<file path="src/rtl/gpsc_pkg.sv">
// Package with offsets, field positions, reset values and carrier types for the block.
package gpsc_pkg;

  // Configuration byte offsets.
  localparam logic [7:0]  PWRCTL_OFFSET    = 8'hd4;
  localparam logic [7:0]  SWEVT_OFFSET     = 8'he0;
  localparam logic [7:0]  CLKGATE_OFFSET   = 8'hf0;

  // Reset values.
  localparam logic [15:0] PWRCTL_RESET     = 16'h0000;
  localparam logic [15:0] SWEVT_RESET      = 16'h0000;
  localparam logic [15:0] CLKGATE_RESET    = 16'h1606;

  // Field positions.
  localparam int          EVT_SEL_BIT      = 15;
  localparam int          SCI_TRIG_BIT     = 0;
  localparam int          CLK_GATE_BIT     = 14;

  // Writable mask of the clock gating register; other bits are read-only zero.
  localparam logic [15:0] CLKGATE_WMASK    = 16'h5f7f;

  // Power state encodings.
  localparam logic [1:0]  PWR_D0           = 2'h0;
  localparam logic [1:0]  PWR_D3           = 2'h3;

  // Duration of the graphics reset pulse on the D3 to D0 change, in cycles.
  localparam int          GFX_RESET_CYCLES = 4;

  // One configuration access from the host.
  typedef struct packed {
    logic        valid;
    logic        write;
    logic [7:0]  offset;
    logic [1:0]  byte_en;
    logic [15:0] wdata;
  } gpsc_cfg_req_t;

  // Answer to a configuration access.
  typedef struct packed {
    logic        ack;
    logic [15:0] rdata;
  } gpsc_cfg_rsp_t;

  // Sequencer state for the SCI message.
  typedef enum logic [1:0] {
    SCI_IDLE = 2'b00,
    SCI_SEND = 2'b01,
    SCI_WAIT = 2'b11
  } gpsc_sci_state_t;

endpackage

</file>
<file path="src/rtl/gpsc_sci_sender.sv">
// Sends SCI messages over the hub link on request pulses; pulses arriving while a message is in flight queue only one more.
`timescale 1ns/1ps
module gpsc_sci_sender (
  // Clock and reset.
  input  wire logic sys_clk,
  input  wire logic reset_n,
  // Request from the register bank.
  input  wire logic sci_request,
  // Hub link message handshake.
  output logic      hub_sci_valid,
  input  wire logic hub_sci_ready
);

  gpsc_pkg::gpsc_sci_state_t state_q;
  gpsc_pkg::gpsc_sci_state_t state_d;
  logic                      pend_q;
  logic                      pend_d;

  always_comb begin
    state_d = state_q;
    pend_d  = pend_q | sci_request;
    unique case (state_q)
      gpsc_pkg::SCI_IDLE: begin
        if (pend_d) begin
          state_d = gpsc_pkg::SCI_SEND;
          pend_d  = 1'b0;
        end
      end
      gpsc_pkg::SCI_SEND: begin
        if (hub_sci_ready) begin
          state_d = gpsc_pkg::SCI_WAIT;
        end
      end
      gpsc_pkg::SCI_WAIT: begin
        state_d = gpsc_pkg::SCI_IDLE;
      end
      default: begin
        state_d = gpsc_pkg::SCI_IDLE;
      end
    endcase
  end

  always_ff @(posedge sys_clk) begin
    if (!reset_n) begin
      state_q       <= gpsc_pkg::SCI_IDLE;
      pend_q        <= 1'b0;
      hub_sci_valid <= 1'b0;
    end else begin
      state_q       <= state_d;
      pend_q        <= pend_d;
      hub_sci_valid <= (state_d == gpsc_pkg::SCI_SEND);
    end
  end

endmodule

</file>
<file path="src/rtl/gpsc_regs.sv">
// Power state, software event and clock gating configuration registers.
`timescale 1ns/1ps
module gpsc_regs (
  // Clock and reset.
  input  wire logic                    sys_clk,
  input  wire logic                    reset_n,
  // Configuration access.
  input  wire gpsc_pkg::gpsc_cfg_req_t cfg_req,
  output gpsc_pkg::gpsc_cfg_rsp_t      cfg_rsp,
  // Hub link SCI message.
  output logic                         hub_sci_valid,
  input  wire logic                    hub_sci_ready,
  // Block controls.
  output logic [1:0]                   power_state_field,
  output logic                         gfx_reset,
  output logic                         display_core_clock_gate,
  output logic                         smi_trigger
);

  logic [1:0]  pwr_q;
  logic [1:0]  pwr_d;
  logic [15:0] swevt_q;
  logic [15:0] swevt_d;
  logic [15:0] clkg_q;
  logic [15:0] clkg_d;
  logic [2:0]  rst_cnt_q;
  logic [2:0]  rst_cnt_d;
  logic        sci_req;
  logic        smi_d;
  logic [15:0] rdata_d;
  logic        wr;

  // Merge write data into a register under byte enables and a writable mask.
  function automatic logic [15:0] merge(input logic [15:0] old, input logic [15:0] wd,
                                        input logic [1:0] be, input logic [15:0] wm);
    logic [15:0] m;
    m = {{8{be[1]}}, {8{be[0]}}} & wm;
    return (old & ~m) | (wd & m);
  endfunction

  assign wr = cfg_req.valid & cfg_req.write;

  always_comb begin
    pwr_d     = pwr_q;
    swevt_d   = swevt_q;
    clkg_d    = clkg_q;
    rst_cnt_d = (rst_cnt_q != 3'h0) ? rst_cnt_q - 3'h1 : 3'h0;
    sci_req   = 1'b0;
    smi_d     = 1'b0;
    if (wr && cfg_req.offset == gpsc_pkg::PWRCTL_OFFSET && cfg_req.byte_en[0]) begin
      if (cfg_req.wdata[1:0] == gpsc_pkg::PWR_D0 ||
          cfg_req.wdata[1:0] == gpsc_pkg::PWR_D3) begin
        pwr_d = cfg_req.wdata[1:0];
        if (pwr_q == gpsc_pkg::PWR_D3 && cfg_req.wdata[1:0] == gpsc_pkg::PWR_D0) begin
          rst_cnt_d = 3'(gpsc_pkg::GFX_RESET_CYCLES);
        end
      end
    end
    if (wr && cfg_req.offset == gpsc_pkg::SWEVT_OFFSET) begin
      swevt_d = merge(swevt_q, cfg_req.wdata, cfg_req.byte_en, 16'hffff);
      if (swevt_d[gpsc_pkg::EVT_SEL_BIT]) begin
        sci_req = swevt_d[gpsc_pkg::SCI_TRIG_BIT] & ~swevt_q[gpsc_pkg::SCI_TRIG_BIT];
      end else begin
        smi_d = cfg_req.byte_en[0];
      end
    end
    if (wr && cfg_req.offset == gpsc_pkg::CLKGATE_OFFSET) begin
      clkg_d = merge(clkg_q, cfg_req.wdata, cfg_req.byte_en, gpsc_pkg::CLKGATE_WMASK);
    end
  end

  always_comb begin
    rdata_d = 16'h0000;
    unique case (cfg_req.offset)
      gpsc_pkg::PWRCTL_OFFSET:  rdata_d = {14'h0000, pwr_q};
      gpsc_pkg::SWEVT_OFFSET:   rdata_d = swevt_q;
      gpsc_pkg::CLKGATE_OFFSET: rdata_d = clkg_q;
      default:                  rdata_d = 16'h0000;
    endcase
  end

  // The trigger bit is left alone after the message; re-arming is software's job.
  always_ff @(posedge sys_clk) begin
    if (!reset_n) begin
      pwr_q                   <= gpsc_pkg::PWRCTL_RESET[1:0];
      swevt_q                 <= gpsc_pkg::SWEVT_RESET;
      clkg_q                  <= gpsc_pkg::CLKGATE_RESET;
      rst_cnt_q               <= 3'h0;
      cfg_rsp                 <= '0;
      power_state_field       <= gpsc_pkg::PWRCTL_RESET[1:0];
      gfx_reset               <= 1'b0;
      display_core_clock_gate <= gpsc_pkg::CLKGATE_RESET[gpsc_pkg::CLK_GATE_BIT];
      smi_trigger             <= 1'b0;
    end else begin
      pwr_q                   <= pwr_d;
      swevt_q                 <= swevt_d;
      clkg_q                  <= clkg_d;
      rst_cnt_q               <= rst_cnt_d;
      cfg_rsp.ack             <= cfg_req.valid;
      cfg_rsp.rdata           <= cfg_req.valid && !cfg_req.write ? rdata_d : 16'h0000;
      power_state_field       <= pwr_d;
      gfx_reset               <= (rst_cnt_d != 3'h0);
      display_core_clock_gate <= clkg_d[gpsc_pkg::CLK_GATE_BIT];
      smi_trigger             <= smi_d;
    end
  end

  gpsc_sci_sender u_sci (
    .sys_clk       (sys_clk),
    .reset_n       (reset_n),
    .sci_request   (sci_req),
    .hub_sci_valid (hub_sci_valid),
    .hub_sci_ready (hub_sci_ready)
  );

endmodule

</file>
<file path="config.mk">
export PLATFORM = sky130hd
export DESIGN_NAME = gpsc_regs
export DESIGN_NICKNAME = d
export VERILOG_FILES = /design/src/rtl/gpsc_pkg.sv /design/src/rtl/gpsc_sci_sender.sv /design/src/rtl/gpsc_regs.sv
export SDC_FILE = /design/constraint.sdc
export NUM_CORES = 1
export LEC_CHECK = 0
export ABC_AREA = 1
export BUFFER_PORTS_ARGS = -buffer_cell sky130_fd_sc_hd__buf_2
export CORE_MARGIN = 2
export CORE_UTILIZATION = 58
export DETAILED_ROUTE_END_ITERATION = 7
export HOLD_SLACK_MARGIN = 0.05
export PLACE_DENSITY = 0.95
export SYNTH_ARGS = -nofsm -noshare
export SYNTH_HDL_FRONTEND = slang
export SYNTH_SLANG_ARGS = --single-unit
</file>
<file path="constraint.sdc">
create_clock -name sys_clk -period 2.7 [get_ports sys_clk]
set_input_delay 0.675 -clock sys_clk [delete_from_list [all_inputs] [get_ports sys_clk]]
set_output_delay 0.675 -clock sys_clk [all_outputs]
set_load 0.01 [all_outputs]
</file>
==> impl_metrics.py, run 1 <==
metrics = {
    "floorplanning": {
        "die_width_um": 70.1,
        "die_h_um": 70.1,
        "fp-row-count": 24,
        "core_area_mm2": 0.00429,
        "initial_core_util_pct": 59.0,
        "num_io_pins": 54,
        "die-area_mm2": 0.00491,
    },
    "logic_synthesis": {
        "post_synth_main_area_contributors": "sky130_fd_sc_hd__dfxtp_1, sky130_fd_sc_hd__nand2_1, sky130_fd_sc_hd__nor2_1, sky130_fd_sc_hd__inv_1, sky130_fd_sc_hd__buf_6",
        "post_synth_xor_area_fraction_pct": 0,
        "synth_largest_type_area_fraction_pct": 45.0,
        "synth-compound-area-share_pct": 6.57,
        "ys_seq_elements": 57,
        "synthCells": 353,
        "synth_fa_ha_area_share_pct": 1.48,
        "yosys.cell_types.count": 27,
        "synth-simple-area-share_pct": 34.2,
        "syn_area_per_cell_um2": 7.18,
        "yosysSeqAreaShare_pct": 45.0,
        "syn-num-nets": 387,
        "yosys-mux-area-fraction_pct": 0,
        "netlist.top_cell.by_area": "sky130_fd_sc_hd__dfxtp_1",
        "yosys_warnings": 0,
        "syn_area_mm2": 0.00253,
        "synth_top_family_by_area": "simple AND/OR/NAND/NOR gates",
    },
    "routing": {
        "route.met2.wl_um": 2630,
        "routed.top_layer": "met4",
        "remaining_drc_errors": 0,
        "wirelength_met1_um": 2300,
        "drt_iter0_markers": 231,
        "detailroute.via_count": 2327,
        "totalWireLength_um": 5480,
        "detail_route.vias_per_cell": 5.04,
        "firstDrtPassIters": 5,
        "remaining_number_of_nets_flagged_by_the_antenna_check_after_routing": 0,
        "met3_wirelength_um": 334,
        "drt-wirelength-per-cell_um": 11.9,
    },
    "sta": {
        "final_number_of_max_transition_violations": 0,
        "final.period_utilization_pct": 70.9,
        "timing_hold_violations_final": 0,
        "setup-violations-final": 0,
        "rsz0062_at_grt": "no",
        "timing.fmax_mhz": 522,
        "worst-slew-pin-transition_ns": 1.09,
        "skew_ns": 0.00333,
        "totalNegativeSetupSlack_ns": 0,
        "slew_headroom_pct": 26.8,
        "time_the_final_worst_path_needs_with_i_o_delays_and_setup_ns": 1.91,
    },
    "clock_tree": {
        "number_of_levels_in_the_clock_h_tree": 3,
        "cts-hold-fix-buffers": 0,
        "clock_sink_count": 57,
        "post_cts_resized": 0,
        "clkLatencyLatePin_ns": 0.33,
        "clkSlewWorstSetupHoldPaths_ns": 0.06,
        "post-cts-setup-buffers": 0,
        "clock_tree.buffer_depth": 2,
        "cts_made_buffers": 9,
        "cts_tree": "built",
        "clk_root_buffer_cell": "sky130_fd_sc_hd__clkbuf_8",
    },
    "critical_path": {
        "crit_required_ns": 2.88,
        "critical_path_arrival_ns": 2.09,
        "path_max_fanout": 13,
        "setup.worst_path.class": "input pin to flip-flop",
        "worstSetupEndpointType": "flip-flop",
        "start_kind": "input pin",
        "worst-r2r-setup-slack_ns": 1.48,
    },
    "min_path": {
        "hold_class": "flip-flop to flip-flop",
    },
    "pwr": {
        "power.total_uw": 1570,
        "cellLeakagePower_uw": 0.00152,
        "cell_area_power_density_mw_per_mm2": 539,
        "vdd_ir_drop_max_mv": 0.426,
    },
    "cells_and_area": {
        "fin_nets": 439,
        "syn2layout_area_growth_pct": 15.1,
        "n_fill_cell": 335,
        "multi_input_comb_area_mm2": 0.00107,
        "antenna_cells_inserted": 0,
        "post-route-util_pct": 67.9,
        "ff_latch_area_mm2": 0.00114,
        "final_layout_size_suffix_gt1_share_pct": 21.5,
    },
    "place": {
        "dp.final_hpwl_um": 3720,
        "gp_congestion": 0.821,
        "buffer_ports.inserted": 53,
    },
    "global_routing": {
        "grt_pass1_wl_um": 9250,
        "grt_antenna_before_repair": 0,
        "global_route.overflow_total": 0,
        "grt_start_max_net_pins": 25,
        "grt_util_all_layers_pct": 23.9,
        "first_global_vias": 2290,
    },
    "status": {
        "result_of_the_run": "completed",
    },
    "run": {
        "drv_cap": 0,
    },
}
stage by stage:
| step | worst slack, ns | hold slack [ns] | area (um2) | instances |
|---|---|---|---|---|
| finish | 0.786 | 0.442 | 2920 | 462 |
| global route | 0.674 | 0.485 | 2920 | 462 |
| CTS | 0.816 | 0.443 | 2920 | 462 |
| detailed placement | 0.456 | 0.433 | 2760 | 446 |
| global placement | 0.545 | 0.423 | 2760 | 446 |
| floorplan | 1.07 | 0.416 | 2530 | 353 |
Yosys cell counts:
| master | n |
|---|---|
| sky130_fd_sc_hd__nor2_8 | 1 |
| sky130_fd_sc_hd__dfxtp_1 | 57 |
| sky130_fd_sc_hd__inv_1 | 55 |
| sky130_fd_sc_hd__buf_6 | 6 |
| sky130_fd_sc_hd__or2_2 | 1 |
| sky130_fd_sc_hd__clkbuf_1 | 1 |
| sky130_fd_sc_hd__nor3_1 | 10 |
| sky130_fd_sc_hd__nand3_4 | 1 |
| sky130_fd_sc_hd__nor2_2 | 4 |
| sky130_fd_sc_hd__a21oi_1 | 7 |
| sky130_fd_sc_hd__o21ai_0 | 9 |
| sky130_fd_sc_hd__o21ai_1 | 1 |
| sky130_fd_sc_hd__nand2_4 | 3 |
| sky130_fd_sc_hd__inv_4 | 1 |
| sky130_fd_sc_hd__o211ai_2 | 1 |
| sky130_fd_sc_hd__a21boi_0 | 1 |
| sky130_fd_sc_hd__nor2_1 | 70 |
| sky130_fd_sc_hd__nor2_4 | 1 |
| sky130_fd_sc_hd__nand2_1 | 86 |
| sky130_fd_sc_hd__nand3_1 | 13 |
| sky130_fd_sc_hd__nand3b_1 | 1 |
| sky130_fd_sc_hd__nand2_2 | 1 |
| sky130_fd_sc_hd__o21ai_2 | 7 |
| sky130_fd_sc_hd__ha_1 | 3 |
| sky130_fd_sc_hd__clkbuf_8 | 1 |
| sky130_fd_sc_hd__buf_2 | 5 |
| sky130_fd_sc_hd__nand4_1 | 6 |
report_power, final:
part / switching, uW / total [uW] / internal, uW
clock: 328 / 655 / 327
sequential: 0.242 / 842 / 842
combinational: 49.3 / 74.3 / 25.1
total: 377 / 1570 / 1190
path summary, 6_finish.rpt:
check                     from     endpoint  cells after the start
hold / removal       flip-flop  cfg_rsp[13]                      2
hold reg to reg      flip-flop  cfg_rsp[13]                      2
setup / recovery   cfg_req[24]   cfg_rsp[0]                      7
setup reg to reg  rst_cnt_q[0]    gfx_reset                      6
worst max-delay path: stages:
cell                      delay, ns
sky130_fd_sc_hd__buf_2         0.10
sky130_fd_sc_hd__nand2_1       0.05
sky130_fd_sc_hd__inv_1         0.07
sky130_fd_sc_hd__nand3_1       0.14
sky130_fd_sc_hd__a21oi_1       0.08
sky130_fd_sc_hd__o21ai_1       0.84
sky130_fd_sc_hd__nor2_1        0.12
area by class of cell:
type / count / area share (%)
clock inverter: 4 / 0.686
sequential: 57 / 39.1
timing repair buffer: 54 / 9.35
tap: 52 / 2.23
multi-input combinational: 227 / 36.7
inverter: 56 / 7.29
clock buffer: 12 / 4.63
cell families after synthesis:
logic type / count (synthesis)
compound gates: 26
simple gates: 198
fa+ha+maj: 3
flops: 57
buf+inv: 69
layer usage:
layer,vias up,GRT usage [%]
met5,-,0
met4,0,15.2
met2,84,40.1
li1,1173,-
met3,19,8.08
met1,1051,25.7
placed cells by master (no fill, tap or decap):
| cell type | synthesis | routed |
|---|---|---|
| sky130_fd_sc_hd__nor3_1 | 10 | 10 |
| sky130_fd_sc_hd__a21boi_0 | 1 | 1 |
| sky130_fd_sc_hd__inv_4 | 1 | 1 |
| sky130_fd_sc_hd__nor2_8 | 1 | 1 |
| sky130_fd_sc_hd__nand4_1 | 6 | 6 |
| sky130_fd_sc_hd__buf_2 | 5 | 53 |
| sky130_fd_sc_hd__nor2_2 | 4 | 4 |
| sky130_fd_sc_hd__nor2_1 | 70 | 70 |
| sky130_fd_sc_hd__clkbuf_1 | 1 | 3 |
| sky130_fd_sc_hd__dfxtp_1 | 57 | 57 |
| sky130_fd_sc_hd__nand3b_1 | 1 | 1 |
| sky130_fd_sc_hd__ha_1 | 3 | 3 |
| sky130_fd_sc_hd__nand2_1 | 86 | 86 |
| sky130_fd_sc_hd__nor2_4 | 1 | 1 |
| sky130_fd_sc_hd__o211ai_2 | 1 | 1 |
| sky130_fd_sc_hd__a21oi_1 | 7 | 7 |
| sky130_fd_sc_hd__o21ai_1 | 1 | 1 |
| sky130_fd_sc_hd__o21ai_0 | 9 | 9 |
| sky130_fd_sc_hd__clkbuf_8 | 1 | 9 |
| sky130_fd_sc_hd__or2_2 | 1 | 1 |
| sky130_fd_sc_hd__nand2_4 | 3 | 3 |
| sky130_fd_sc_hd__nand2_2 | 1 | 1 |
| sky130_fd_sc_hd__o21ai_2 | 7 | 7 |
| sky130_fd_sc_hd__nand3_1 | 13 | 13 |
| sky130_fd_sc_hd__nand3_4 | 1 | 1 |
| sky130_fd_sc_hd__clkinv_2 | 0 | 4 |
| sky130_fd_sc_hd__inv_1 | 55 | 55 |
| sky130_fd_sc_hd__buf_4 | 0 | 1 |
(Power assumes the default switching activity.)
==> run 2, diff against run 1 <==
--- a/config.mk
+++ b/config.mk
@@ -5,13 +5,13 @@
 export SDC_FILE = /design/constraint.sdc
 export NUM_CORES = 1
 export LEC_CHECK = 0
-export ABC_AREA = 1
+export ABC_AREA = 0
 export BUFFER_PORTS_ARGS = -buffer_cell sky130_fd_sc_hd__buf_2
 export CORE_MARGIN = 2
-export CORE_UTILIZATION = 58
+export CORE_UTILIZATION = 47
 export DETAILED_ROUTE_END_ITERATION = 7
 export HOLD_SLACK_MARGIN = 0.05
-export PLACE_DENSITY = 0.95
+export PLACE_DENSITY = 0.85
 export SYNTH_ARGS = -nofsm -noshare
 export SYNTH_HDL_FRONTEND = slang
 export SYNTH_SLANG_ARGS = --single-unit
==> constraint.sdc (replaced) <==
create_clock -name sys_clk -period 1.6 [get_ports sys_clk]
set_input_delay 0.4 -clock sys_clk [delete_from_list [all_inputs] [get_ports sys_clk]]
set_output_delay 0.4 -clock sys_clk [all_outputs]
set_load 0.01 [all_outputs]
==> run 2 against run 1 <==
  * Highest routed layer unchanged
  * Die area up 11%
  * Design area up 4.2%
  * Critical path depth stayed put
  * Critical path type unchanged
  * The run now ends with setup timing left
  * Total power rose by 87%
  * First-iteration DRC count fell by 33%
==> impl_metrics.py, run 2 <==
metrics = {
    "logic_synthesis": {
        "yosys_warnings": 0,
        "netlist.top_cell.by_area": "sky130_fd_sc_hd__dfxtp_1",
        "yosys.cell_types.count": 42,
        "synthCells": 249,
        "synth_common_cells": "sky130_fd_sc_hd__dfxtp_1, sky130_fd_sc_hd__nand3_1, sky130_fd_sc_hd__nand2_1",
        "syn-num-nets": 283,
        "yosysSeqAreaShare_pct": 49.9,
        "synth_most_common_cell": "sky130_fd_sc_hd__dfxtp_1",
        "syn_area_per_cell_um2": 9.18,
        "synth-async-reset-ratio_pct": 0,
        "syn_area_mm2": 0.00228,
        "post_synth_main_area_contributors": "sky130_fd_sc_hd__dfxtp_1, sky130_fd_sc_hd__nand3_1, sky130_fd_sc_hd__o21ai_0, sky130_fd_sc_hd__nand2_1, sky130_fd_sc_hd__a22oi_1",
        "ys_seq_elements": 57,
        "synth-edff-count": 0,
        "dominantRegCellSynth": "sky130_fd_sc_hd__dfxtp_1",
        "synth_largest_type_area_fraction_pct": 49.9,
    },
    "critical_path": {
        "worstSetupEndpointType": "flip-flop",
        "reg2reg_from": "rst_cnt_q[0]",
        "worst-r2r-setup-slack_ns": 0.44,
        "rr_worst_depth": 5,
        "path_max_fanout": 4,
        "crit_required_ns": 1.84,
        "critical_path_arrival_ns": 1.86,
        "start_kind": "input pin",
        "setup.worst_path.class": "input pin to flip-flop",
        "critical_path.reg2reg.endpoint": "gfx_reset",
    },
    "pwr": {
        "power.clock.fraction_pct": 45.2,
        "switching_power_uw": 668,
        "power.combinational.fraction_pct": 6.3,
        "cell_area_power_density_mw_per_mm2": 965,
        "p_int_uw": 2260,
        "power_frac_seq_pct": 48.5,
        "vdd_ir_drop_max_mv": 0.551,
        "cellLeakagePower_uw": 0.00132,
        "power.share.switching_pct": 22.8,
    },
    "cells_and_area": {
        "fin_nets": 363,
        "post-route-util_pct": 64.8,
        "n_fill_cell": 374,
        "final_layout_size_suffix_gt1_share_pct": 33.8,
        "syn2layout_area_growth_pct": 33.0,
        "antenna_cells_inserted": 0,
        "finalInstanceArea_mm2": 0.00304,
        "most_frequent_standard_cell_in_the_layout_excluding_fill_and_tap_cells": "sky130_fd_sc_hd__dfxtp_1",
        "layout.cells.non_filler": 388,
        "layout.cells.most_common_list": "sky130_fd_sc_hd__dfxtp_1, sky130_fd_sc_hd__buf_2, sky130_fd_sc_hd__nand3_1, sky130_fd_sc_hd__nand2_1, sky130_fd_sc_hd__buf_4",
    },
    "place": {
        "gp_congestion": 0.809,
        "dp_slack_ns": -0.493,
        "dp.final_hpwl_um": 3910,
        "placedCellCount": 371,
        "post_dp_area_mm2": 0.00281,
        "buffer_ports.inserted": 53,
    },
    "clock_tree": {
        "clock_tree.buffer_depth": 2,
        "clock_sink_count": 57,
        "cts_tree": "built",
        "clkSlewWorstSetupHoldPaths_ns": 0.07,
        "number_of_levels_in_the_clock_h_tree": 3,
        "cts_made_buffers": 9,
        "clkLatencyLatePin_ns": 0.34,
        "clk_root_buffer_cell": "sky130_fd_sc_hd__clkbuf_8",
    },
    "sta": {
        "skew_ns": 0.00403,
        "time_the_final_worst_path_needs_with_i_o_delays_and_setup_ns": 1.62,
        "layout_setup_ws_ns": -0.0208,
        "final_number_of_max_transition_violations": 0,
        "rsz0062_at_grt": "yes",
        "slew_headroom_pct": 77.5,
        "worst-slew-pin-transition_ns": 0.332,
        "timing.fmax_mhz": 617,
        "final.period_utilization_pct": 101,
        "setup-violations-final": 2,
        "timing_hold_violations_final": 0,
    },
    "global_routing": {
        "grt_antenna_before_repair": 0,
        "grt_start_max_net_pins": 64,
        "global_route.overflow_total": 0,
        "grt_pass1_wl_um": 8760,
        "grt_util_all_layers_pct": 22.0,
        "first_global_vias": 1934,
    },
    "min_path": {
        "hold_class": "input pin to flip-flop",
        "timing.hold.worst_path_depth": 3,
        "hold_crit_start": "cfg_req[13]",
    },
    "floorplanning": {
        "fp-row-count": 25,
        "die_h_um": 73.7,
        "core_area_mm2": 0.00469,
        "initial_core_util_pct": 48.7,
        "die-area_mm2": 0.00543,
        "die_width_um": 73.7,
        "num_io_pins": 54,
    },
    "routing": {
        "detailroute.via_count": 2101,
        "firstDrtPassIters": 4,
        "drt_iter0_markers": 154,
        "remaining_number_of_nets_flagged_by_the_antenna_check_after_routing": 0,
        "drt-wirelength-per-cell_um": 14.0,
        "totalWireLength_um": 5440,
        "detail_route.vias_per_cell": 5.41,
        "remaining_drc_errors": 0,
    },
    "status": {
        "result_of_the_run": "finished with violations",
        "failed_checks": "setup timing",
    },
    "run": {
        "drv_cap": 0,
    },
}
-- run 2: cell count changes in the layout (fill, tap and decap cells not counted), sizes merged, moves of 23 or more --
cell	previous run	this run
nand2	90	33
buf	54	83
nand3	14	37
nor2	76	20
inv	56	6
-- run 2: worst max-delay path by stage --
stage | from | end | slack (ns) | cells past startpoint
after floorplan | cfg_req[0] | rst_cnt_q[1] | -0.25 | 6
after global placement | cfg_req[0] | rst_cnt_q[1] | -0.44 | 7
after detailed placement | cfg_req[0] | rst_cnt_q[1] | -0.49 | 7
after CTS | cfg_req[0] | rst_cnt_q[1] | -0.01 | 7
after global routing | cfg_req[0] | rst_cnt_q[1] | -0.09 | 7
final | cfg_req[0] | rst_cnt_q[1] | -0.02 | 7
-- run 2: critical path, stage by stage --
cell and delay (ns):
sky130_fd_sc_hd__buf_12 0.11, sky130_fd_sc_hd__inv_12 0.04, sky130_fd_sc_hd__ha_4 0.19, sky130_fd_sc_hd__or4bb_4 0.54, sky130_fd_sc_hd__nor4_4 0.18, sky130_fd_sc_hd__nand4_2 0.17
sky130_fd_sc_hd__and3_1 0.21
-- run 2: cell families after synthesis --
| kind of cell | count (synthesis) | share of synthesized area [%] |
|---|---|---|
| simple gates | 117 | 29.4 |
| mux | 2 | 0.876 |
| fa+ha+maj | 3 | 1.64 |
| buf+inv | 20 | 4.65 |
| compound gates | 50 | 13.5 |
| flops | 57 | 49.9 |
-- run 2: cell type report --
| type | instances | area, um2 | share of cell area [%] |
|---|---|---|---|
| Clock buffer | 11 | 141 | 4.65 |
| Tap cell | 54 | 67.6 | 2.22 |
| Sequential cell | 57 | 1140 | 37.5 |
| Clock inverter | 5 | 55.1 | 1.81 |
| Timing Repair Buffer | 83 | 537 | 17.7 |
| Multi-Input combinational cell | 172 | 1060 | 34.9 |
| Inverter | 6 | 37.5 | 1.24 |
-- run 2: repair_timing --
item	in CTS	in global routing
setup endpoints to repair	6	5
hold buffers	0	0
pin swaps	1	2
gates resized for setup	6	1
setup buffers	0	1
-- run 2: power by group through the flow --
stage	Combinational, uW	Sequential, uW	Clock (uW)
finish	185	1420	1330
global placement	169	1450	0
global route	201	1420	1410
CTS	182	1420	1340
detailed placement	174	1450	0
floorplan	70.1	1450	0
-- run 2: metal layers --
| layer | track usage (%) | part of all wire [%] |
|---|---|---|
| met1 | 25.7 | 41 |
| met2 | 35.6 | 50 |
| met3 | 8.92 | 6.6 |
| met4 | 9.09 | 1.9 |
| met5 | 0 | 0 |
-- run 2: stage by stage --
step	setup TNS [ns]	hold slack (ns)	power (uW)
after CTS	-0.0126	0.267	2950
final	-0.0283	0.282	2930
after detailed placement	-5.07	0.453	1630
after floorplan	-0.866	0.431	1520
after global placement	-3.58	0.440	1620
after global routing	-0.197	0.273	3030
